**config.mk**
```make
export PLATFORM = sky130hd
export DESIGN_NAME = ahb_host_port
export DESIGN_NICKNAME = d
export VERILOG_FILES = /design/src/core/ahb_pkg.sv /design/src/core/ahb_host_port.sv
export SDC_FILE = /design/constraint.sdc
export NUM_CORES = 1
export LEC_CHECK = 0
export BUFFER_PORTS_ARGS = -buffer_cell sky130_fd_sc_hd__buf_2
export CAP_MARGIN = 10
export CORE_ASPECT_RATIO = 0.75
export CORE_MARGIN = 3
export CORE_UTILIZATION = 56
export CTS_BUF_LIST = sky130_fd_sc_hd__clkbuf_8
export CTS_CLUSTER_SIZE = 40
export DETAILED_ROUTE_END_ITERATION = 10
export GPL_ROUTABILITY_DRIVEN = 0
export HOLD_SLACK_MARGIN = 0.15
export PLACE_DENSITY = 0.93
export SYNTH_ARGS = -nofsm -noshare
export SYNTH_HDL_FRONTEND = slang
export SYNTH_SLANG_ARGS = --single-unit
```
**constraint.sdc**
```tcl
create_clock -name ref_clk -period 2.2 [get_ports ref_clk]
set_input_delay 0.33 -clock ref_clk [delete_from_list [all_inputs] [get_ports ref_clk]]
set_output_delay 0.33 -clock ref_clk [all_outputs]
set_load 0.01 [all_outputs]
```
**src/core/ahb_pkg.sv**
```systemverilog
// Package with constants, states and carrier structs for the async host bus and DMA handshake block
package ahb_pkg;

  // ----------------------------------------------------------------
  // Timing constants
  // ----------------------------------------------------------------
  localparam int CLK_PERIOD_NS   = 50;                  // 20 MHz reference clock
  localparam int ACK_MIN_CLKS    = 2;                   // Least select-to-ack delay, in clocks
  localparam int ACK_MAX_CLKS    = 4;                   // Longest select-to-ack delay, in clocks
  localparam int SVC_DELAY_CLKS  = 20;                  // Extra ack delay after service cycles
  localparam int ACK_NEG_NS      = 40;                  // Longest ack negation time
  localparam int ACK_NEG_CLKS    = (ACK_NEG_NS / CLK_PERIOD_NS) < 1 ? 1 : (ACK_NEG_NS / CLK_PERIOD_NS);
  localparam int RST_MIN_CLKS    = 10;                  // Least reset pulse width
  localparam int PHASE_START_CLK = 2;                   // Phase one starts after this release edge
  localparam int DMA_DRIVE_CLKS  = 1;                   // Clocks from dma ack to data drive
  localparam int DMA_HOLD_EDGE   = 2;                   // Edge that decides ack-controlled release
  localparam int DMA_SHORT_EDGE  = 3;                   // Release edge for short back-to-back acks
  localparam int CNT_W           = 5;                   // Width of delay counters

  localparam logic [CNT_W-1:0] ACK_WAIT_NORM = CNT_W'(ACK_MIN_CLKS);
  localparam logic [CNT_W-1:0] ACK_WAIT_SVC  = CNT_W'(ACK_MIN_CLKS + SVC_DELAY_CLKS);
  localparam logic [CNT_W-1:0] HOLD_EDGE     = CNT_W'(DMA_HOLD_EDGE);
  localparam logic [CNT_W-1:0] SHORT_EDGE    = CNT_W'(DMA_SHORT_EDGE);
  localparam logic [CNT_W-1:0] DRIVE_EDGE    = CNT_W'(DMA_DRIVE_CLKS);
  localparam logic [CNT_W-1:0] PHASE_EDGE    = CNT_W'(PHASE_START_CLK);
  localparam logic [CNT_W-1:0] CNT_ZERO      = 5'h00;
  localparam logic [CNT_W-1:0] CNT_ONE       = 5'h01;

  // ----------------------------------------------------------------
  // Host cycle state machine, one-hot
  // ----------------------------------------------------------------
  typedef enum logic [3:0] {
    AHB_IDLE = 4'h1,
    AHB_WAIT = 4'h2,
    AHB_ACK  = 4'h4,
    AHB_SVC  = 4'h8
  } ahb_host_st_t;

  // DMA read state machine, one-hot
  typedef enum logic [2:0] {
    AHB_DIDLE = 3'h1,
    AHB_DACT  = 3'h2,
    AHB_DREL  = 3'h4
  } ahb_dma_st_t;

  // Host strobe group as seen at the pins
  typedef struct packed {
    logic chip_sel_n;        // Chip select, low active
    logic data_strobe_n;     // Data strobe, low active
    logic daisy_grant_in_n;  // Daisy grant in, low active
    logic service_ack_n;     // Service acknowledge, low active
    logic read_not_write;    // High for read
  } ahb_host_ctl_t;

  // DMA handshake from the user side of the block
  typedef struct packed {
    logic req;               // Core wants a transfer
    logic last;              // This transfer is the last one
    logic rd;                // Transfer is a read towards the bus
  } ahb_dma_ctl_t;

endpackage

```
**src/core/ahb_host_port.sv**
```systemverilog
// Host bus slave timing engine with select/strobe cycles, transfer ack and DMA handshake
// ----------------------------------------------------------------
// ----------------------------------------------------------------
module ahb_host_port #(
  parameter int DATA_W = 16                                  // Host data bus width
) (
  input  wire logic                  ref_clk,                // 20 MHz clock
  input  wire logic                  reset,                  // Synchronous reset, high
  input  wire ahb_pkg::ahb_host_ctl_t host_ctl,              // Select, strobe, grant, service ack
  input  wire logic                  eos_write,              // Core reports end_of_service_reg write
  input  wire logic [DATA_W-1:0]     host_data_bus_in,       // Data bus level
  output logic      [DATA_W-1:0]     host_data_bus_out,      // Data bus drive value
  output logic                       host_data_bus_oe_n,     // Data bus enable, low drives
  output logic                       transfer_ack_n_out,     // Ack drive value
  output logic                       transfer_ack_n_oe_n,    // Ack enable, low drives
  input  wire logic [DATA_W-1:0]     rd_data,                // Core read data
  output logic      [DATA_W-1:0]     wr_data,                // Captured host or DMA write data
  output logic                       wr_strobe,              // One-cycle pulse with wr_data
  output logic                       host_access,            // One-cycle pulse on host access
  input  wire ahb_pkg::ahb_dma_ctl_t dma_ctl,                // Core DMA request
  input  wire logic                  dma_ack_n,              // DMA acknowledge, low active
  output logic                       dma_req_n,              // DMA request, low active
  output logic                       cycle_phase_one         // High in the phase-one cycle
);
  import ahb_pkg::*;

  initial begin
    if (DATA_W < 1 || DATA_W > 32) $error("DATA_W out of range");
  end

  // ----------------------------------------------------------------
  // Decode helpers
  // ----------------------------------------------------------------
  function automatic logic sel_active(input ahb_host_ctl_t c);
    sel_active = (~c.chip_sel_n | ~c.daisy_grant_in_n) & ~c.data_strobe_n;
  endfunction

  function automatic logic sel_idle(input ahb_host_ctl_t c);
    sel_idle = (c.chip_sel_n & c.daisy_grant_in_n) | c.data_strobe_n;
  endfunction

  // ----------------------------------------------------------------
  // Reset phase alignment
  // ----------------------------------------------------------------
  logic [CNT_W-1:0] phase_cnt_q, phase_cnt_d;
  logic             phase_q, phase_d;

  // Count edges after release so phase one lands on the second edge
  always_comb begin
    phase_cnt_d = phase_cnt_q;
    phase_d     = 1'b0;
    if (phase_cnt_q != PHASE_EDGE) begin
      phase_cnt_d = phase_cnt_q + CNT_ONE;
      phase_d     = (phase_cnt_q + CNT_ONE) == PHASE_EDGE;
    end
  end

  always_ff @(posedge ref_clk) begin
    if (reset) begin
      phase_cnt_q <= CNT_ZERO;
      phase_q     <= 1'b0;
    end else begin
      phase_cnt_q <= phase_cnt_d;
      phase_q     <= phase_d;
    end
  end

  // ----------------------------------------------------------------
  // Host cycle: select, wait, ack, release
  // ----------------------------------------------------------------
  ahb_host_st_t     hst_q, hst_d;
  logic [CNT_W-1:0] wait_q, wait_d;
  logic             svc_pend_q, svc_pend_d;
  logic             ack_q, ack_d;
  logic             rd_oe_q, rd_oe_d;
  logic [DATA_W-1:0] rd_q, rd_d;
  logic             acc_q, acc_d;

  // Service cycles and end-of-service writes arm the long delay for the next access
  always_comb begin
    hst_d      = hst_q;
    wait_d     = wait_q;
    svc_pend_d = svc_pend_q | eos_write;
    ack_d      = ack_q;
    rd_oe_d    = rd_oe_q;
    rd_d       = rd_q;
    acc_d      = 1'b0;
    unique case (hst_q)
      AHB_IDLE: begin
        if (sel_active(host_ctl)) begin
          acc_d = 1'b1;
          if (!host_ctl.service_ack_n) begin
            hst_d      = AHB_SVC;
            svc_pend_d = 1'b1;
          end else begin
            hst_d  = AHB_WAIT;
            // Long wait replaces the normal one, then the arming clears
            wait_d = svc_pend_q ? ACK_WAIT_SVC - CNT_ONE : ACK_WAIT_NORM - CNT_ONE;
            if (!eos_write) svc_pend_d = 1'b0;
          end
        end
      end
      AHB_WAIT: begin
        if (sel_idle(host_ctl)) begin
          hst_d = AHB_IDLE;                                  // Aborted cycle, no ack
        end else if (wait_q == CNT_ZERO) begin
          hst_d   = AHB_ACK;
          ack_d   = 1'b1;
          rd_oe_d = host_ctl.read_not_write & host_ctl.service_ack_n;
          rd_d    = rd_data;
        end else begin
          wait_d = wait_q - CNT_ONE;
        end
      end
      AHB_SVC: begin
        // Service ack cycle is acknowledged at normal pace
        hst_d  = AHB_WAIT;
        wait_d = ACK_WAIT_NORM - CNT_ONE - CNT_ONE;
      end
      AHB_ACK: begin
        if (sel_idle(host_ctl)) begin
          hst_d   = AHB_IDLE;
          ack_d   = 1'b0;
          rd_oe_d = 1'b0;
        end
      end
    endcase
  end

  always_ff @(posedge ref_clk) begin
    if (reset) begin
      hst_q      <= AHB_IDLE;
      wait_q     <= CNT_ZERO;
      svc_pend_q <= 1'b0;
      ack_q      <= 1'b0;
      rd_oe_q    <= 1'b0;
      rd_q       <= '0;
      acc_q      <= 1'b0;
    end else begin
      hst_q      <= hst_d;
      wait_q     <= wait_d;
      svc_pend_q <= svc_pend_d;
      ack_q      <= ack_d;
      rd_oe_q    <= rd_oe_d;
      rd_q       <= rd_d;
      acc_q      <= acc_d;
    end
  end

  // ----------------------------------------------------------------
  // DMA handshake and read bus control
  // ----------------------------------------------------------------
  ahb_dma_st_t      dst_q, dst_d;
  logic [CNT_W-1:0] dcnt_q, dcnt_d;
  logic             req_q, req_d;
  logic             doe_q, doe_d;
  logic [DATA_W-1:0] dd_q, dd_d;
  logic             ack_prev_q;

  // Ack release after the second edge hands control of the bus to the ack itself
  always_comb begin
    dst_d = dst_q;
    dcnt_d = dcnt_q;
    doe_d = doe_q;
    dd_d  = dd_q;
    req_d = dma_ctl.req;
    unique case (dst_q)
      AHB_DIDLE: begin
        if (!dma_ack_n && ack_prev_q) begin
          dcnt_d = CNT_ONE;
          if (dma_ctl.rd) begin
            dst_d = AHB_DACT;
            dd_d  = rd_data;                                 // Latched now, driven one clock later
          end
          if (dma_ctl.last) req_d = 1'b0;
        end else if (dcnt_q == DRIVE_EDGE) begin
          dcnt_d = dcnt_q + CNT_ONE;                         // A DMA write is captured only once
        end
      end
      AHB_DACT: begin
        if (dcnt_q != SHORT_EDGE) dcnt_d = dcnt_q + CNT_ONE;
        // Driving at the take edge would beat the earliest valid point after the ack
        if (dcnt_q == DRIVE_EDGE) doe_d = 1'b1;
        if (dcnt_q < HOLD_EDGE && dma_ack_n) begin
          dst_d = AHB_DREL;
        end else if (dcnt_q >= HOLD_EDGE && dma_ack_n) begin
          dst_d = AHB_DIDLE;
          doe_d = 1'b0;
        end
      end
      AHB_DREL: begin
        // Early release still waits for the next edge, capped at the third edge
        if (dcnt_q < SHORT_EDGE) dcnt_d = dcnt_q + CNT_ONE;
        dst_d = AHB_DIDLE;
        doe_d = 1'b0;
      end
    endcase
    if (dst_q != AHB_DIDLE && dma_ctl.last) req_d = 1'b0;
  end

  always_ff @(posedge ref_clk) begin
    if (reset) begin
      dst_q      <= AHB_DIDLE;
      dcnt_q     <= CNT_ZERO;
      req_q      <= 1'b0;
      doe_q      <= 1'b0;
      dd_q       <= '0;
      ack_prev_q <= 1'b1;
    end else begin
      dst_q      <= dst_d;
      dcnt_q     <= dcnt_d;
      req_q      <= req_d;
      doe_q      <= doe_d;
      dd_q       <= dd_d;
      ack_prev_q <= dma_ack_n;
    end
  end

  // ----------------------------------------------------------------
  // Write capture: at the ack edge of a host write, or one clock after a DMA write ack
  // ----------------------------------------------------------------
  logic [DATA_W-1:0] wd_q, wd_d;
  logic              ws_q, ws_d;

  // Sampling at the ack edge leaves the host its full clock of data setup
  always_comb begin
    wd_d = wd_q;
    ws_d = 1'b0;
    if ((hst_q == AHB_WAIT) && (wait_d == CNT_ZERO) && !host_ctl.read_not_write
        && host_ctl.service_ack_n && sel_active(host_ctl) && (wait_q == CNT_ZERO)) begin
      wd_d = host_data_bus_in;
      ws_d = 1'b1;
    end else if ((dst_q == AHB_DIDLE) && !dma_ack_n && !ack_prev_q && !dma_ctl.rd && dcnt_q == DRIVE_EDGE) begin
      wd_d = host_data_bus_in;
      ws_d = 1'b1;
    end
  end

  always_ff @(posedge ref_clk) begin
    if (reset) begin
      wd_q <= '0;
      ws_q <= 1'b0;
    end else begin
      wd_q <= wd_d;
      ws_q <= ws_d;
    end
  end

  // ----------------------------------------------------------------
  // Outputs, all from flip-flops
  // ----------------------------------------------------------------
  assign host_data_bus_out   = rd_oe_q ? rd_q : dd_q;
  assign host_data_bus_oe_n  = ~(rd_oe_q | doe_q);
  assign transfer_ack_n_out  = ~ack_q;
  assign transfer_ack_n_oe_n = ~ack_q;                       // Open drain: driven only while low
  assign wr_data             = wd_q;
  assign wr_strobe           = ws_q;
  assign host_access         = acc_q;
  assign dma_req_n           = ~req_q;
  assign cycle_phase_one     = phase_q;

endmodule

```
## After elaboration in Yosys (flattened, before gate mapping)

Index checks and enable logic that the tools add are counted.

| cells by class | value |
|---|---|
| multipliers | 0 |
| div/mod/pow operators | 0 |
| equality and inequality tests | 23 |
| add/sub/neg operators | 3 |
| reduce and logical (&&, ||, !) cells | 31 |
| order comparisons | 3 |
| muxes and demuxes | 46 |
| bitwise operators | 16 |
| shift operators | 0 |

Operator list:

| kind | number |
|---|---|
| 2-to-1 mux 16 bit | 3 |
| 2-to-1 mux 5 bit | 9 |
| case mux 5 bit (3 select lines) | 2 |
| 2-to-1 mux 4 bit | 5 |
| 2-to-1 mux 1 bit | 18 |
| case mux 4 bit (4 select lines) | 1 |
| AND reduction 3 bit | 5 |
| != test 2 bit (second input constant) | 7 |
| logical AND 1 bit | 13 |
| 2-to-1 mux 3 bit | 4 |
| adder 5 x 1 -> 5 bit (second input constant) | 2 |
| zero test 5 bit | 2 |
| less-than comparator 5 x 2 -> 1 bit (second input constant) | 2 |
| != test 5 x 2 -> 1 bit (second input constant) | 2 |
| NOT 1 bit | 9 |
| case mux 3 bit (3 select lines) | 1 |
| != test 3 x 2 -> 1 bit (second input constant) | 2 |
| case mux 1 bit (2 select lines) | 3 |
| nonzero test 2 bit | 3 |
| OR reduction 2 bit | 3 |
| == test 5 x 1 -> 1 bit (second input constant) | 1 |
| == test 5 x 2 -> 1 bit (second input constant) | 1 |
| >= comparator 5 x 2 -> 1 bit (second input constant) | 1 |
| subtractor 5 x 1 -> 5 bit (second input constant) | 1 |
| 14 further kinds | 22 |

| storage, ports and cells | value |
|---|---|
| latch bits | 0 |
| memories kept | 0 |
| register bits | 79 |
| memory bits (writable) | 0 |
| bits in read-only memories | 0 |
| logic and storage cells | 139 |

## Depth between registers and ports, before layout

| logic depth | value |
|---|---|
| depth in word-level cells | 12 |
| mapped depth | 8 |

## Worst setup path after synthesis

No wires, ideal clock.

| timing | value |
|---|---|
| path type | register -> register |
| start | register wait_q[0] |
| end | register wd_q[10], in the netlist wr_data[10] |
| data arrival time | 1.576 ns |
| slack | 0.491 ns |
| cell stages (with the launch flop) | 8 |
| buffers on the path | 1 |
| clock period less this slack | 1.709 ns |
| cells stage by stage | dfxtp_1 -> inv_1 -> ha_1 -> nor4b_2 -> nand4_1 -> buf_2 -> nand3_1 -> a21oi_1 |

| between the ends | value |
|---|---|
| word-level cells in the longest chain between the ends | 11 |
| elaborated cells on any way between the ends | 15 |
| classes of those cells | add/sub: 1; mux: 6; reduce/logical: 8 |

RTL lines:

| item | RTL line | source |
|---|---|---|
| start: declaration | ahb_host_port.sv:72 | `logic [CNT_W-1:0] wait_q, wait_d;` |
| start signal: assignment | ahb_host_port.sv:141 | `wait_q <= wait_d;` |
| subtractor 5 x 1 -> 5 bit or zero test 5 bit (tied branches) | ahb_host_port.sv:112, ahb_host_port.sv:106, ahb_host_port.sv:230 |  |
| 2-to-1 mux 5 bit | ahb_host_port.sv:106 | `end else if (wait_q == CNT_ZERO) begin` |
| 2-to-1 mux 5 bit | ahb_host_port.sv:104 | `if (sel_idle(host_ctl)) begin` |
| case mux 5 bit (3 select lines) | ahb_host_port.sv:88 | `unique case (hst_q)` |
| zero test 5 bit | ahb_host_port.sv:229 | `if ((hst_q == AHB_WAIT) && (wait_d == CNT_ZERO) && !host_ctl.read_not_write` |
| logical AND 1 bit (2 in series) | ahb_host_port.sv:229 |  |
| logical AND 1 bit (2 in series) | ahb_host_port.sv:230 | `&& host_ctl.service_ack_n && sel_active(host_ctl) && (wait_q == CNT_ZERO)) begin` |
| logical AND 1 bit * | ahb_host_port.sv:230 |  |
| 2-to-1 mux 16 bit or nonzero test 2 bit (tied branches) | -- |  |
| end signal: assignment | ahb_host_port.sv:244 | `wd_q <= wd_d;` |
| end: declaration | ahb_host_port.sv:222 | `logic [DATA_W-1:0] wd_q, wd_d;` |

Mark *: on every way between the ends. The rest lies on a longest branch, timed or not.
A chain may end at the register's enable or synchronous reset.

## Worst setup path after layout

| timing | value |
|---|---|
| start | register wait_q[0] |
| end | register wd_q[1], in the netlist wr_data[1] |

The elaborated chain is that of the path after synthesis.

==> reports/qor.txt <==
status = complete, no violations
Root Driver = clkbuf_8
site row count = 24
PostCTS Resize Cnt = 0
post-synth net total = 499
startpoint types = flip-flop
I/O pin cnt = 83
# H-tree levels = 3
Setup WS post-layout = 108 ps
Seq/Total Area, Yosys = 0.428
leakage = 1.76 nW
final core utilization = 0.721
pre-CTS setup slack = 88.5 ps
Via Count = 3627
DIE AREA = 0.00761 mm2
Fin. Hold Viols = 0
max_cap viols = 0
Critical Path Source = wait_q[0]$_SDFF_PP0_
CP Capture Point = wr_data[1]$_SDFFE_PP0P_
worst-case clock skew = 7.00 ps
Most used DFF post-synth = dfxtp_1
Worst R2R Setup Slack = 110 ps
VDD IR max = 0.425 mV
total gr overflow = 0
CTS Buf Count = 9
global-route wire length before repair = 15.5 mm
ys async rst share = 0
CP Data Required Time = 2480 ps
Final min period = 2090 ps
GRT Util Overall = 0.245
Slew @ Worst Pin = 649 ps
final wirelength = 9.30 mm
worst relative slew slack = 0.568
CP Max Fanout = 16
Die X = 99.7 um
most frequent cells in the layout = buf_2 (82), nand2_1 (80), dfxtp_1 (79)
# diodes = 0
commonest non-fill, non-tap cell in the layout = buf_2
Routed WL per cell = 15.2 um
antenna violations before repair = 0
CP max stage cell = and4_2
area of the mapped netlist = 0.00369 mm2
detailed placement HPWL = 6.48 mm
DR pass1 iterations = 5
RR Endpoint = wr_data[1]$_SDFFE_PP0P_
core area = 0.00610 mm2
largest net degree at the start of global routing = 36
CTS tree = yes
vias in the first global route = 3427
Initial Util = 0.606
cell count after synthesis = 448
f_max = 0.478 GHz
Synth warnings = 0
kind of critical path = flip-flop to flip-flop
FF-to-FF path depth = 6
number of DRC markers in iteration 0 = 244
reg2reg start = wait_q[0]$_SDFF_PP0_
clk sinks = 79
vias per std cell = 5.95
clock insertion delay at the later pin of the skew report = 360 ps
Nets = 578
unrepaired setup endpoints after global routing = false
cts hold-fix bufs = 0
Yosys cell types = 57
worst min path class = input port to flip-flop
CP Capture Type = flip-flop
#FFs+latches synth = 79
Arr. time, crit path = 2370 ps
Post-CTS Setup Inserts = 0
Post-DRT Antenna Nets = 0
final worst path period share = 0.951
Final setup viols = 0
share of cells above drive strength 1 = 0.278
Post-Syn Area per Cell = 8.24 um2
Max stage delay on crit path = 520 ps
DRC Markers = 0
Syn-to-layout area delta = 19.0%
clock-pin slew on the worst setup and hold paths = 90 ps
crit path cell chain = inv_1 > ha_1 > nor4b_2 > and4_2 > o21ai_0 > a21oi_1
Setup TNS = 0 ps
Final Power = 3.32 mW
die height = 76.3 um
EDFF count, synth = 0
P per Cell Area = 756 mW/mm2
clock buffer depth = 2
Slew Viols, Final = 0
Port Buffer Count = 82
==> area by class of cell <==
class                           instances  area [um2]
Multi-Input combinational cell        330        1930
Tap cell                               78        97.6
Clock buffer                            9         124
Inverter                               10        37.5
Sequential cell                        79        1580
Clock inverter                          7        97.6
Timing Repair Buffer                   97         523
Fill cell                             473        1700
==> how the worst min path moves through the flow <==
stage	from	slack, ps	endpoint	depth (start not counted)
after detailed placement	rd_q[2]$_SDFFE_PP0P_	450	rd_q[2]$_SDFFE_PP0P_	2
after floorplan	rd_q[0]$_SDFFE_PP0P_	430	rd_q[0]$_SDFFE_PP0P_	2
final	eos_write	190	svc_pend_q$_SDFF_PP0_	3
after CTS	eos_write	180	svc_pend_q$_SDFF_PP0_	3
after global routing	eos_write	200	svc_pend_q$_SDFF_PP0_	3
after global placement	rd_q[15]$_SDFFE_PP0P_	440	rd_q[15]$_SDFFE_PP0P_	2
==> synthesized netlist by cell type, types with 4 or more instances <==
cell type  instances  area share
clkbuf_1          17       0.017
nor3_1             4      0.0054
buf_2              7      0.0095
mux2_2            16       0.049
dfxtp_1           79        0.43
ha_1               7       0.024
or2_2              4      0.0068
nand2_1           80       0.081
a21oi_1           72       0.098
nand4_1            7       0.012
o21ai_0           25       0.034
nand3_1           22       0.030
nor2_1            27       0.027
inv_1             10       0.010
==> per-stage QoR <==
| stage | hold slack [ps] | area, um2 | instances |
|---|---|---|---|
| 3_3_place_gp | 439 | 4170 | 594 |
| 3_5_place_dp | 447 | 4170 | 594 |
| 6_report | 193 | 4390 | 610 |
| 5_1_grt | 200 | 4390 | 610 |
| 2_1_floorplan | 433 | 3690 | 448 |
| 4_1_cts | 183 | 4390 | 610 |
==> layer usage <==
| layer | vias to the layer above | wire length, um | GRT usage |
|---|---|---|---|
| met5 | - | 0 | 0 |
| met4 | 0 | 95 | 0.0655 |
| met3 | 14 | 784 | 0.0695 |
| met2 | 173 | 4640 | 0.435 |
| met1 | 1717 | 3780 | 0.288 |
| li1 | 1723 | - | - |
==> report_power, final <==
part | switching, mW | internal [mW]
registers | 0.0852 | 1.50
clock network | 0.555 | 0.642
logic | 0.290 | 0.246
==> critical path: cells and delay by family, from the launching register on <==
| family | cells | cell delay [ps] |
|---|---|---|
| adders and majority gates | 1 | 220 |
| DFF | 1 | 350 |
| buffers and inverters | 1 | 90 |
| AOI/OAI and AO/OA | 2 | 370 |
| and+or+nand+nor | 2 | 980 |
==> cell families (layout without fill, tap and decap cells) <==
| kind of cell | after synthesis | in the layout | synth area share |
|---|---|---|---|
| AOI/OAI and AO/OA | 123 | 123 | 0.192 |
| xor gates and xnor gates | 5 | 5 | 0.0119 |
| adders and majority gates | 7 | 7 | 0.0237 |
| buffers and inverters | 39 | 123 | 0.0485 |
| DFF | 79 | 79 | 0.428 |
| muxes | 16 | 16 | 0.0488 |
| and+or+nand+nor | 179 | 179 | 0.246 |
==> state kept, by name, indices dropped and copies added (netlist names), 3 cells and up <==
signal       flops
hst_q            4
wait_q           5
wr_data         16
phase_cnt_q      5
dd_q            16
rd_q            16
dcnt_q           5
dst_q            3
Power figures use the tool's default switching activity.
